[config.mk]
export PLATFORM = sky130hd
export DESIGN_NAME = scs_top
export DESIGN_NICKNAME = d
export VERILOG_FILES = /design/src/rtl/scs_divider.v /design/src/rtl/scs_settle.v /design/src/rtl/scs_top.v
export VERILOG_INCLUDE_DIRS = /design/src /design/src/rtl
export SDC_FILE = /design/constraint.sdc
export NUM_CORES = 1
export LEC_CHECK = 0
export BUFFER_PORTS_ARGS = -buffer_cell sky130_fd_sc_hd__buf_2
export CAP_MARGIN = 20
export CORE_MARGIN = 2
export CORE_UTILIZATION = 40
export CTS_CLUSTER_SIZE = 8
export DETAILED_ROUTE_END_ITERATION = 12
export GPL_TIMING_DRIVEN = 0
export PLACE_DENSITY = 0.66
export SLEW_MARGIN = 40
export SYNTH_ARGS = -nofsm -noshare
export SYNTH_HDL_FRONTEND = slang
export SYNTH_SLANG_ARGS = --single-unit
[constraint.sdc]
create_clock -name i_sys_clk -period 2.82 [get_ports i_sys_clk]
set_clock_uncertainty 0.1 [all_clocks]
set_input_delay 0.282 -clock i_sys_clk [delete_from_list [all_inputs] [get_ports i_sys_clk]]
set_output_delay 0.282 -clock i_sys_clk [all_outputs]
set_load 0.01 [all_outputs]
[src/rtl/scs_consts.vh]
// Constants for the system clock source switch: register map, fields, reset values, timing.
// Assumes a 40 MHz system clock and a classic Wishbone register port with 32-bit data.
// Behaviour
// - Select 00 uses configuration-word oscillator source.
// - Select 1x runs from internal block frequency.
// - Any reset clears source select to 00.
// - Sleep or power-on start waits two cycles.
// - Switch to HF oscillator waits about 2 us.
// - Switch to LF oscillator: old plus new cycle.
// - LF to external input: one cycle each.
// - Control bit 7 enables the 4x PLL.
// - Codes 1111 to 1000 give 16 MHz to 125 kHz.
// - Lower codes give 500k to 31k; reset 0111.
// - Status bit 1 shows LF oscillator ready.
// - Status bit 0 shows HF oscillator stable.
// - HF ready flag set while HF oscillator runs.
// - PLL only with internal source and select 00; the code also allows it with select 01.
// - Frequency change: start oscillator, wait, switch on falling edge.
// - Config codes 11/10/01 external, 00 internal.
`ifndef SCS_CONSTS_VH
`define SCS_CONSTS_VH

`define SCS_ADR_CTRL 4'h0
`define SCS_ADR_STAT 4'h4
`define SCS_ADR_CFG 4'h8

`define SCS_CTRL_PLL 7
`define SCS_CTRL_FRQ_HI 6
`define SCS_CTRL_FRQ_LO 3
`define SCS_CTRL_SEL_HI 1
`define SCS_CTRL_SEL_LO 0
`define SCS_CTRL_WMASK 8'hFB
`define SCS_CTRL_RST 8'h38

`define SCS_STAT_PLLRDY 6
`define SCS_STAT_HFRDY 4
`define SCS_STAT_LFRDY 1
`define SCS_STAT_HFSTB 0

`define SCS_FOSC_INT 2'h0

// About 2 us of settling at the 40 MHz system clock.
`define SCS_HF_SETTLE_CYC 16'h0050
`define SCS_HF_READY_CYC 16'h0002
`define SCS_LF_READY_CYC 16'h0001
`define SCS_HF_STABLE_CYC 16'h0100
`define SCS_PLL_LOCK_CYC 16'h0200
`define SCS_START_EDGES 2'h2

`endif

[src/rtl/scs_divider.v]
// Divider chain producing one-cycle enable pulses for every internal oscillator rate.
// Assumes i_sys_clk stands in for the 16 MHz internal oscillator; rates are enables.
`timescale 1ns/1ps
module scs_divider (
   input wire i_sys_clk,
   input wire i_rst_n,
   input wire i_run,
   input wire [3:0] i_freq,
   input wire i_lf_tick,
   output wire o_tick
);
   reg [8:0] cnt_r;
   wire [9:0] taps;

   always @(posedge i_sys_clk or negedge i_rst_n) begin
      if (!i_rst_n) begin
         cnt_r <= 9'h000;
      end else if (i_run) begin
         cnt_r <= cnt_r + 9'h001;
      end
   end

   // Tap k pulses once every 2^k ticks of the HF rate.
   assign taps[0] = i_run;
   genvar k;
   generate
      for (k = 1; k < 10; k = k + 1) begin : g_tap
         assign taps[k] = i_run & (&cnt_r[k-1:0]);
      end
   endgenerate

   function [3:0] tap_of;
      input [3:0] code;
      begin
         case (code)
            4'hF: tap_of = 4'h0;
            4'hE: tap_of = 4'h1;
            4'hD: tap_of = 4'h2;
            4'hC: tap_of = 4'h3;
            4'hB: tap_of = 4'h4;
            4'hA: tap_of = 4'h5;
            4'h9: tap_of = 4'h6;
            4'h8: tap_of = 4'h7;
            4'h7: tap_of = 4'h5;
            4'h6: tap_of = 4'h6;
            4'h5: tap_of = 4'h7;
            4'h4: tap_of = 4'h8;
            default: tap_of = 4'h9;
         endcase
      end
   endfunction

   assign o_tick = (i_freq[3:1] == 3'h0) ? i_lf_tick : taps[tap_of(i_freq)];
endmodule // scs_divider

[src/rtl/scs_settle.v]
// Settling counter for one internal oscillator: start-up, ready and stable flags.
`timescale 1ns/1ps
module scs_settle (
   input wire i_sys_clk,
   input wire i_rst_n,
   input wire i_enable,
   input wire [15:0] i_ready_cyc,
   input wire [15:0] i_stable_cyc,
   output reg o_ready,
   output reg o_stable
);
   reg [15:0] cnt_r;

   always @(posedge i_sys_clk or negedge i_rst_n) begin
      if (!i_rst_n) begin
         cnt_r <= 16'h0000;
         o_ready <= 1'b0;
         o_stable <= 1'b0;
      end else if (!i_enable) begin
         cnt_r <= 16'h0000;
         o_ready <= 1'b0;
         o_stable <= 1'b0;
      end else begin
         if (cnt_r != 16'hFFFF) begin
            cnt_r <= cnt_r + 16'h0001;
         end
         o_ready <= (cnt_r >= i_ready_cyc) | o_ready;
         o_stable <= (cnt_r >= i_stable_cyc) | o_stable;
      end
   end
endmodule // scs_settle

[src/rtl/scs_top.v]
// System clock source switch with Wishbone register port and glitch-free clock enable output.
// Assumes a single 40 MHz clock; every derived rate leaves as a one-cycle enable pulse.
//
// Decided for this implementation: the Wishbone register port and the register addresses.
`timescale 1ns/1ps
`include "scs_consts.vh"
module scs_top (
   input wire i_sys_clk,
   input wire i_rst_n,
   input wire i_wb_cyc,
   input wire i_wb_stb,
   input wire i_wb_we,
   input wire [3:0] i_wb_adr,
   input wire [3:0] i_wb_sel,
   input wire [31:0] i_wb_dat,
   output reg [31:0] o_wb_dat,
   output reg o_wb_ack,
   input wire [1:0] i_cfg_osc_sel,
   input wire i_ext_clk_tick,
   input wire i_lf_tick,
   input wire i_sleep,
   output reg o_sys_clk_en,
   output reg o_pll_en,
   output reg o_hf_osc_en,
   output reg o_lf_osc_en,
   output reg [1:0] o_ext_power_mode,
   output reg o_src_is_ext,
   output reg o_switch_busy
);
   localparam ST_RUN = 2'h0;
   localparam ST_START = 2'h1;
   localparam ST_OLD = 2'h2;
   localparam ST_NEW = 2'h3;

   localparam SRC_EXT = 2'h0;
   localparam SRC_HF = 2'h1;
   localparam SRC_LF = 2'h2;
   localparam [7:0] CTRL_RST = `SCS_CTRL_RST;

   reg pll_soft_enable_r;
   reg [3:0] internal_freq_select_r;
   reg [1:0] clock_source_select_r;
   reg [1:0] state_r;
   reg [1:0] cur_src_r;
   reg [1:0] tgt_src_r;
   reg [3:0] cur_freq_r;
   reg [3:0] tgt_freq_r;
   reg [15:0] wait_r;
   reg [1:0] edge_r;

   wire hf_ready;
   wire hf_stable;
   wire lf_ready;
   wire div_tick;
   wire bus_req;
   wire [7:0] ctrl_rd;
   wire [7:0] stat_rd;
   wire pll_ready;

   function [1:0] src_of;
      input [1:0] sel;
      input [1:0] fosc;
      input [3:0] freq;
      begin
         if (sel[1] || fosc == `SCS_FOSC_INT) begin
            src_of = (freq[3:1] == 3'h0) ? SRC_LF : SRC_HF;
         end else begin
            src_of = SRC_EXT;
         end
      end
   endfunction

   wire [1:0] want_src = src_of(clock_source_select_r, i_cfg_osc_sel, internal_freq_select_r);
   wire want_hf = (want_src == SRC_HF) | (cur_src_r == SRC_HF);
   wire want_lf = (want_src == SRC_LF) | (cur_src_r == SRC_LF);
   // PLL only runs from the configuration-word internal source.
   wire pll_allowed = pll_soft_enable_r & ~clock_source_select_r[1] &
      (i_cfg_osc_sel == `SCS_FOSC_INT);

   scs_settle u_hf (
      .i_sys_clk(i_sys_clk),
      .i_rst_n(i_rst_n),
      .i_enable(want_hf & ~i_sleep),
      .i_ready_cyc(`SCS_HF_READY_CYC),
      .i_stable_cyc(`SCS_HF_STABLE_CYC),
      .o_ready(hf_ready),
      .o_stable(hf_stable)
   );

   scs_settle u_lf (
      .i_sys_clk(i_sys_clk),
      .i_rst_n(i_rst_n),
      .i_enable(want_lf & ~i_sleep),
      .i_ready_cyc(`SCS_LF_READY_CYC),
      .i_stable_cyc(`SCS_LF_READY_CYC),
      .o_ready(lf_ready),
      .o_stable()
   );

   scs_settle u_pll (
      .i_sys_clk(i_sys_clk),
      .i_rst_n(i_rst_n),
      .i_enable(pll_allowed & hf_ready),
      .i_ready_cyc(`SCS_PLL_LOCK_CYC),
      .i_stable_cyc(`SCS_PLL_LOCK_CYC),
      .o_ready(pll_ready),
      .o_stable()
   );

   scs_divider u_div (
      .i_sys_clk(i_sys_clk),
      .i_rst_n(i_rst_n),
      .i_run(hf_ready),
      .i_freq(cur_freq_r),
      .i_lf_tick(i_lf_tick & lf_ready),
      .o_tick(div_tick)
   );

   // Tick of the source the system currently runs on, and of the target.
   wire cur_tick = (cur_src_r == SRC_EXT) ? i_ext_clk_tick : div_tick;
   wire tgt_tick = (tgt_src_r == SRC_EXT) ? i_ext_clk_tick :
      (tgt_src_r == SRC_LF) ? (i_lf_tick & lf_ready) : hf_ready;
   wire tgt_ready = (tgt_src_r == SRC_EXT) | ((tgt_src_r == SRC_LF) ? lf_ready : hf_ready);

   assign bus_req = i_wb_cyc & i_wb_stb & ~o_wb_ack;
   assign ctrl_rd = {pll_soft_enable_r, internal_freq_select_r, 1'b0, clock_source_select_r};
   assign stat_rd = {1'b0, pll_ready, 1'b0, hf_ready, 2'b00, lf_ready, hf_stable};

   // Register port: one registered acknowledge per request, a cycle after it, bus writes on byte lane 0.
   always @(posedge i_sys_clk or negedge i_rst_n) begin
      if (!i_rst_n) begin
         pll_soft_enable_r <= 1'b0;
         internal_freq_select_r <= CTRL_RST[`SCS_CTRL_FRQ_HI:`SCS_CTRL_FRQ_LO];
         clock_source_select_r <= 2'h0;
         o_wb_ack <= 1'b0;
         o_wb_dat <= 32'h0000_0000;
      end else begin
         o_wb_ack <= bus_req;
         if (bus_req && !i_wb_we) begin
            case (i_wb_adr)
               `SCS_ADR_CTRL: o_wb_dat <= {24'h00_0000, ctrl_rd};
               `SCS_ADR_STAT: o_wb_dat <= {24'h00_0000, stat_rd};
               `SCS_ADR_CFG: o_wb_dat <= {30'h0000_0000, i_cfg_osc_sel};
               default: o_wb_dat <= 32'h0000_0000;
            endcase
         end
         if (bus_req && i_wb_we && i_wb_sel[0] && i_wb_adr == `SCS_ADR_CTRL) begin
            pll_soft_enable_r <= i_wb_dat[`SCS_CTRL_PLL];
            internal_freq_select_r <= i_wb_dat[`SCS_CTRL_FRQ_HI:`SCS_CTRL_FRQ_LO];
            clock_source_select_r <= i_wb_dat[`SCS_CTRL_SEL_HI:`SCS_CTRL_SEL_LO];
         end
      end
   end

   // Switch sequencer: start the target, let it settle, leave the old clock
   // only at its period end, then join the new one at its period start.
   always @(posedge i_sys_clk or negedge i_rst_n) begin
      if (!i_rst_n) begin
         state_r <= ST_START;
         cur_src_r <= SRC_EXT;
         tgt_src_r <= SRC_EXT;
         cur_freq_r <= 4'h7;
         tgt_freq_r <= 4'h7;
         wait_r <= 16'h0000;
         edge_r <= 2'h0;
         o_sys_clk_en <= 1'b0;
         o_switch_busy <= 1'b1;
      end else begin
         o_sys_clk_en <= 1'b0;
         case (state_r)
            ST_RUN: begin
               o_switch_busy <= 1'b0;
               o_sys_clk_en <= cur_tick & ~i_sleep;
               if (i_sleep) begin
                  state_r <= ST_START;
                  edge_r <= 2'h0;
               end else if (want_src != cur_src_r ||
                     internal_freq_select_r != cur_freq_r) begin
                  tgt_src_r <= want_src;
                  tgt_freq_r <= internal_freq_select_r;
                  o_switch_busy <= 1'b1;
                  // Same-source frequency change needs no settling wait.
                  wait_r <= (want_src == SRC_HF && cur_src_r != SRC_HF) ?
                     `SCS_HF_SETTLE_CYC : 16'h0000;
                  state_r <= ST_OLD;
               end
            end
            ST_START: begin
               // After sleep or power-on, count edges of the chosen source.
               o_switch_busy <= 1'b1;
               cur_src_r <= want_src;
               tgt_src_r <= want_src;
               cur_freq_r <= internal_freq_select_r;
               tgt_freq_r <= internal_freq_select_r;
               if (!i_sleep && tgt_ready && tgt_tick) begin
                  if (edge_r == `SCS_START_EDGES - 2'h1) begin
                     state_r <= ST_RUN;
                  end
                  edge_r <= edge_r + 2'h1;
               end
            end
            ST_OLD: begin
               if (wait_r != 16'h0000) begin
                  wait_r <= wait_r - 16'h0001;
               end
               // The system keeps running on the old clock while the target settles.
               o_sys_clk_en <= cur_tick & ~i_sleep;
               // Finish the old period so no phase is cut short.
               if (cur_tick && !i_sleep && wait_r == 16'h0000 && tgt_ready) begin
                  cur_src_r <= tgt_src_r;
                  cur_freq_r <= tgt_freq_r;
                  state_r <= ST_NEW;
               end
            end
            ST_NEW: begin
               if (cur_tick && !i_sleep) begin
                  o_sys_clk_en <= 1'b1;
                  state_r <= ST_RUN;
               end
            end
            default: state_r <= ST_START;
         endcase
      end
   end

   always @(posedge i_sys_clk or negedge i_rst_n) begin
      if (!i_rst_n) begin
         o_pll_en <= 1'b0;
         o_hf_osc_en <= 1'b0;
         o_lf_osc_en <= 1'b0;
         o_ext_power_mode <= 2'h0;
         o_src_is_ext <= 1'b1;
      end else begin
         o_pll_en <= pll_allowed;
         o_hf_osc_en <= want_hf & ~i_sleep;
         o_lf_osc_en <= want_lf & ~i_sleep;
         o_ext_power_mode <= i_cfg_osc_sel;
         o_src_is_ext <= (cur_src_r == SRC_EXT);
      end
   end
endmodule // scs_top

==> results by group, run 1 <==
Run status
  • Outcome: complete, no violations

Worst setup path
  • Worst path buffer plus inverter count: 1
  • FF-to-FF setup slack: 0.13 ns
  • Crit start category: flop
  • Stages on worst setup path: 11
  • CP max stage delay: 0.40 ns
  • Most frequent cell on the critical path: ha_2
  • Slowest stage cell, crit path: dfrtp_1
  • Worst reg2reg startpoint: u_div.cnt_r[1]
  • CP endpoint kind: flop
  • CP Class: reg2reg
  • Reg2Reg Depth: 11
  • WP data arrival: 2.91 ns
  • Reg2reg end: state_r[0]
  • Delay-heaviest family, CP: simple AND/OR/NAND/NOR gates
  • Crit path cell chain: ha_2 > and3_4 > and3_1 > ha_2 > nand2b_1 > a31oi_1 > o22a_1 > a211oi_4 > buf_6 > or2_2 > a311oi_2
  • Worst-path maximum fanout: 5
  • WP data required: 3.04 ns

Final layout
  • Most frequent cells in the layout: 104 x dfrtp_1, 73 x nor2_1, 39 x nand2_1, 39 x buf_2, 33 x xnor2_1
  • ANT cells: 0
  • Layout cells sized above 1: 21.1%
  • Commonest non-fill, non-tap cell in the layout: dfrtp_1
  • Post-layout nets: 804
  • Design Area, Final: 7670 um^2
  • Area Overhead vs Synth: 21.2%

Placed design
  • Placed Area: 6900 um^2
  • Hpwl dp: 9830 um
  • Worst slack, placed: -0.362 ns
  • IO buf count: 36
  • Gp weighted congestion: 0.886

Run
  • Maximum capacitance violations: 0

Hold path
  • Hold_sp: i_wb_stb
  • Worst hold path type: in2reg
  • Hold depth: 3
  • WHS Endpoint: o_wb_ack

Yosys
  • Yosys top cell area share: 41.1%
  • Yosys cell types: 68
  • Syn Area/Cell: 9.77 um^2
  • Post-synthesis sequential area ratio: 46.1%
  • Mapped Cells: 648
  • Mapped cell area: 6330 um^2
  • Top FF cell, synth: dfrtp_1
  • Synthesized flop and latch total: 116
  • Largest cells by area after synthesis: dfrtp_1 41%, dfstp_2 5.0%, xnor2_1 4.6%, nor2_1 4.3%, buf_4 3.0%
  • Synth async-reset ratio: 100%
  • Post-synth EDFFs: 0
  • Syn. warnings: 0
  • Cell taking the most area after synthesis: dfrtp_1

Drt
  • Via Count: 5176
  • Detailed-route DRC error count: 0
  • DRT Wirelength: 14300 um
  • Final ANT Viol Nets: 0
  • Routed len/inst: 14.9 um
  • Via density: 5.37
  • Drt first pass iters: 5
  • DRT iter0 DRCs: 268

Global route
  • Largest net degree at the start of global routing: 67
  • Overall Global Routing Usage: 17.5%
  • Vias in the first global route: 5057
  • First-pass GRT wire length: 23700 um
  • Initial antenna violation count: 0
  • Gr ovfl total: 0

CTS
  • Root buffer cell: clkbuf_16
  • Worst skew pair latency: 0.42 ns
  • TritonCTS buffer count: 17
  • H-tree Lvls: 4
  • TritonCTS clock tree: done
  • Reg clk slew, reported paths: 0.06 ns
  • Num Clock Sinks: 116
  • CTS Buffer Depth: 2

Floorplan
  • # rows: 45
  • Initial Utilization: 41.3%
  • Core footprint: 15300 um^2
  • # IOs: 91
  • Die height: 130 um
  • Die area: 16800 um^2
  • Die Wd: 130 um

STA
  • RSZ-0062 raised after global routing: false
  • # setup viols final: 0
  • Tmin final: 2.69 ns
  • Slew @ Worst Pin: 0.759 ns
  • Slew headroom: 48.9%
  • Final worst-path cycle share: 95.3%
  • Final hold vios: 0
  • Final setup margin: 0.132 ns
  • Slew Limit Fails: 0
  • Fmax: 372 MHz

Power and ir drop
  • Worst VDD drop: 555 uV
  • Cell Pwr Density: 785 nW/um^2
  • Leak: 0.00327 uW
-- worst reg2reg max path: stages, from the launching register on --
cell and delay, ns:
dfrtp_1 0.40, ha_2 0.20, and3_4 0.20, and3_1 0.19
ha_2 0.18, nand2b_1 0.15, a31oi_1 0.21, o22a_1 0.21
a211oi_4 0.07, buf_6 0.15, or2_2 0.27, a311oi_2 0.28
-- worst max-delay path by stage --
stage	from	endpoint	slack, ns
2_1_floorplan	cur_freq_r[0]	cur_src_r[0]	0.12
3_3_place_gp	cur_freq_r[0]	cur_src_r[1]	-0.28
3_5_place_dp	cur_freq_r[0]	cur_src_r[1]	-0.36
4_1_cts	u_div.cnt_r[0]	state_r[0]	0.02
5_1_grt	u_div.cnt_r[0]	state_r[0]	0.03
6_report	u_div.cnt_r[1]	state_r[0]	0.13
-- metal layers --
metal	GRT usage [%]	share of wire, %	up-vias
li1	-	-	2455
met1	21.6	44	2555
met2	30.0	51	137
met3	4.43	3.8	29
met4	6.33	2.0	0
met5	0	0	-
-- where the power goes --
| group | internal, uW | switching, uW |
|---|---|---|
| Combinational | 668 | 987 |
| Sequential | 1970 | 283 |
| Clock | 1340 | 772 |
-- stage by stage --
stage	hold WS [ns]	power [uW]	std cells	TNS (ns)	utilization [%]
6_report	0.0586	6020	964	0	50.1
5_1_grt	0.0900	6380	964	0	50.1
4_1_cts	0.0000450	6020	963	0	49.7
3_5_place_dp	0.115	3850	920	-2.28	45.1
3_3_place_gp	0.356	3760	919	-1.59	44.8
2_1_floorplan	-0.114	3400	672	0	-
-- cells by family after synthesis --
kind of cell             Yosys count  synth area share (%)
flip-flops                       116                  46.1
AND/OR/NAND/NOR                  266                  22.5
AO/OA/AOI/OAI                    101                  11.4
XOR/XNOR                          48                  6.64
adder cells (fa/ha/maj)           14                  2.77
other                              1                0.0592
multiplexers                      26                  4.43
buffers and inverters             76                  6.09
-- area by class of cell --
type                    count  area [um^2]
multi-input cells         480         3170
well taps                 211          264
flip-flops and latches    116         2920
clock buffers              20          457
fillers                  1388         7650
repair buffers             51          352
plain buffers              45          269
clock inverters            12          131
inverters                  29          109
-- synth_stat cells, types with 5 or more instances --
library cell	number
dfrtp_1	104
nor2_1	73
nand2_1	39
xnor2_1	33
inv_1	28
nor3_1	26
buf_4	25
a21oi_1	19
nor4_1	18
o21ai_0	18
clkbuf_1	17
mux2_2	16
nand3_1	16
xor2_1	15
ha_1	14
or3_1	14
dfstp_2	12
nand4_1	12
a211oi_1	10
mux2i_1	10
nor4b_1	10
and3_1	9
or2_2	8
nand2b_1	7
nor2b_1	7
o22ai_1	7
a31oi_1	6
a22o_1	5
and4_1	5
o31ai_1	5
-- registers in the layout, summed over array words and instances, names as in the netlist, 4 cells and up --
name	count
wait_r	16
tgt_freq_r	4
o_wb_dat	7
u_hf.cnt_r	16
u_pll.cnt_r	16
u_div.cnt_r	9
internal_freq_select_r	4
u_lf.cnt_r	16
cur_freq_r	4
-- timing repair --
item,4_1_cts,5_1_grt
resized for setup,2,8
hold buffers,9,1
pin swaps,2,2
setup buffers,3,1
gates cloned,0,0
endpoints found under the setup margin,9,15
hold endpoints to repair,59,1
Power figures use the tool's default switching activity.
==> run 2, diff against run 1 <==
--- a/config.mk
+++ b/config.mk
@@ -13,7 +13,7 @@
 export CTS_CLUSTER_SIZE = 8
 export DETAILED_ROUTE_END_ITERATION = 12
 export GPL_TIMING_DRIVEN = 0
-export PLACE_DENSITY = 0.66
+export PLACE_DENSITY = 0.64
 export SLEW_MARGIN = 40
 export SYNTH_ARGS = -nofsm -noshare
 export SYNTH_HDL_FRONTEND = slang
==> constraint.sdc (replaced) <==
create_clock -name i_sys_clk -period 3.35 [get_ports i_sys_clk]
set_clock_uncertainty 0.1 [all_clocks]
set_input_delay 0.335 -clock i_sys_clk [delete_from_list [all_inputs] [get_ports i_sys_clk]]
set_output_delay 0.335 -clock i_sys_clk [all_outputs]
set_load 0.01 [all_outputs]
==> run 2 against run 1 <==
Against the previous run: routed wire length is 4.3% lower; design area is 1.5% lower; register-to-register slack better by 0.11 ns; non-clock buffer count is 9 lower; core utilization is 0.76 points lower; critical path depth is 2 lower; critical path type unchanged; largest cell class unchanged; highest routed layer unchanged.
==> results by group, run 2 (synthesis results as in run 1) <==
Final layout
  • Fin util: 49.3% (-0.76 points)
  • # fillers: 1374 (-1.0%)
  • Cell Count, Final, Fillers Out: 955 (-0.93%)
  • Area Overhead vs Synth: 19.3%
  • ANT cells: 0 (unchanged)
  • Layout cells sized above 1: 20.0% (-1.1 points)
  • Commonest non-fill, non-tap cell in the layout: dfrtp_1
  • Post-layout nets: 795 (-1.1%)
  • Design Area, Final: 7550 um^2 (-1.5%)
  • Most frequent cells in the layout: 104 x dfrtp_1, 73 x nor2_1, 39 x nand2_1, 39 x buf_2, 33 x xnor2_1

Floorplan
  • Die area: 16800 um^2 (unchanged)
  • Die Wd: 130 um (unchanged)
  • # rows: 45 (unchanged)
  • # IOs: 91 (unchanged)
  • Die height: 130 um (unchanged)
  • Initial Utilization: 41.3% (unchanged)
  • Core footprint: 15300 um^2 (unchanged)

CTS
  • Worst skew pair latency: 0.41 ns (about the same)
  • Reg clk slew, reported paths: 0.06 ns (about the same)
  • # Post-CTS Setup Buffers: 0 (-3)
  • Num Clock Sinks: 116 (unchanged)
  • TritonCTS clock tree: done
  • Root buffer cell: clkbuf_16
  • CTS Buffer Depth: 2 (unchanged)
  • TritonCTS buffer count: 17 (unchanged)
  • H-tree Lvls: 4 (unchanged)

STA
  • Final hold vios: 0 (unchanged)
  • Slew @ Worst Pin: 0.757 ns (-0.00195 ns)
  • RSZ-0062 raised after global routing: false
  • # setup viols final: 0 (unchanged)
  • Tmin final: 3.10 ns (+0.415 ns)
  • Slew Limit Fails: 0 (unchanged)
  • Final worst-path cycle share: 92.6% (-2.7 points)
  • Slew headroom: 49.0% (+0.13 points)
  • Setup TNS Final: 0 ns (unchanged)
  • Fmax: 322 MHz (-13%)

Global route
  • Gr ovfl total: 0 (unchanged)
  • Overall Global Routing Usage: 16.8% (-0.74 points)
  • Vias in the first global route: 4820 (-4.7%)
  • First-pass GRT wire length: 22600 um (-4.8%)
  • Largest net degree at the start of global routing: 60 (-10%)
  • Initial antenna violation count: 0 (unchanged)

Power and ir drop
  • Worst VDD drop: 396 uV (-29%)
  • Combinational power share: 27.0% (-0.5 points)
  • Sw Pwr: 1660 uW (-19%)
  • Leak: 0.00325 uW (-0.67%)
  • Clk network pwr share: 36.4% (+1.3 points)
  • Seq pwr share: 36.5% (-0.9 points)
  • Switching share of power: 32.4% (-1.5 points)
  • Cell Pwr Density: 676 nW/um^2 (-14%)
  • Int Pwr: 3450 uW (-13%)

Worst setup path
  • Delay-heaviest family, CP: compound AO/OA/AOI/OAI gates
  • CP max stage delay: 0.51 ns (+0.11 ns)
  • Crit start category: flop
  • Slowest stage cell, crit path: dfstp_2
  • Worst path buffer plus inverter count: 2 (+1)
  • WP data arrival: 3.28 ns (+0.37 ns)
  • CP Class: reg2reg
  • WP data required: 3.52 ns (+0.48 ns)
  • Worst-path maximum fanout: 10 (+5)
  • CP endpoint kind: flop
  • Crit path cell chain: clkbuf_1 > inv_1 > ha_1 > and4b_1 > a31oi_1 > o221ai_1 > a211oi_4 > o2111a_1 > a211oi_1

Drt
  • Post-Route M1 WL: 6160 um (-1.6%)
  • DRT Wirelength: 13700 um (-4.3%)
  • Detailed-route DRC error count: 0 (unchanged)
  • Drt first pass iters: 6 (+1)
  • DRT iter0 DRCs: 331 (+24%)
  • Uppermost routed layer: met4
  • Met2 routed WL: 6830 um (-5.6%)
  • Via Count: 4996 (-3.5%)
  • Routed len/inst: 14.4 um (-3.4%)
  • Final ANT Viol Nets: 0 (unchanged)
  • Via density: 5.23 (-2.6%)
  • Met3 Routed Length: 489 um (-10%)

Placed design
  • Placed Area: 6900 um^2 (unchanged)
  • Hpwl dp: 9770 um (-0.60%)
  • IO buf count: 36 (unchanged)
  • Gp weighted congestion: 0.879 (-0.89%)
  • DP Cell Count: 920 (unchanged)

Run
  • Maximum capacitance violations: 0 (unchanged)

Run status
  • Outcome: complete, no violations

Hold path
  • Worst hold path type: in2reg
run 2: cell types whose count changed in the layout (fill, tap and decap cells not counted), moves of 2 or more:
| cell | change |
|---|---|
| buf_4 | -3 |
| clkinv_4 | -3 |
| ha_1 | +2 |
| dlygate4sd3_1 | -7 |
| ha_2 | -2 |
| clkinvlp_4 | -2 |
| clkbuf_1 | +3 |
| clkbuf_8 | +2 |
run 2: metal layers:
layer  GRT usage [%]  vias up
li1                -     2445
met1            20.2     2418
met2            28.6      111
met3            4.72       22
met4            6.64        0
met5               0        -
run 2: timing repair:
item	CTS	global route
resized for setup	0	1
hold buffers	3	0
hold endpoints to repair	48	0
endpoints found under the setup margin	0	6
run 2: path summary, 6_finish.rpt:
kind | slack, ns | from | end | cells past startpoint
worst max-delay path | 0.25 | cur_freq_r[0] | cur_src_r[1] | 9
worst min-delay path | 0.06 | i_wb_dat[3] | internal_freq_select_r[0] | 2
worst max register to register | 0.25 | cur_freq_r[0] | cur_src_r[1] | 9
worst min register to register | 0.37 | tgt_freq_r[0] | cur_freq_r[0] | 2
max in group asynchronous | 2.13 | i_rst_n | o_switch_busy | 3
min in group asynchronous | 0.34 | i_rst_n | wait_r[2] | 2
run 2: through the flow:
| stage | setup WS [ns] | total power, uW | hold WS, ns |
|---|---|---|---|
| 3_5_place_dp | 0.164 | 3240 | 0.188 |
| 3_3_place_gp | 0.253 | 3170 | 0.357 |
| 6_report | 0.247 | 5110 | 0.0595 |
| 2_1_floorplan | 0.650 | 2860 | -0.0606 |
| 5_1_grt | 0.0177 | 5420 | 0.0429 |
| 4_1_cts | 0.147 | 5130 | 0.0435 |
run 2: final cells by class:
| cell class | instances | area, um^2 | share of cell area, % |
|---|---|---|---|
| tap | 211 | 264 | 3.50 |
| inverter | 29 | 109 | 1.44 |
| buffer | 47 | 277 | 3.66 |
| timing repair buffer | 40 | 248 | 3.28 |
| clock buffer | 23 | 488 | 6.46 |
| clock inverter | 9 | 125 | 1.66 |
| sequential | 116 | 2920 | 38.6 |
| multi-input combinational | 480 | 3120 | 41.4 |
run 2: power groups by stage:
stage / Combinational [uW] / Clock, uW / Sequential [uW]
CTS: 1360 / 1900 / 1860
detailed placement: 1350 / 0 / 1880
global route: 1550 / 1980 / 1900
global placement: 1300 / 0 / 1860
finish: 1380 / 1860 / 1870
floorplan: 1030 / 0 / 1840
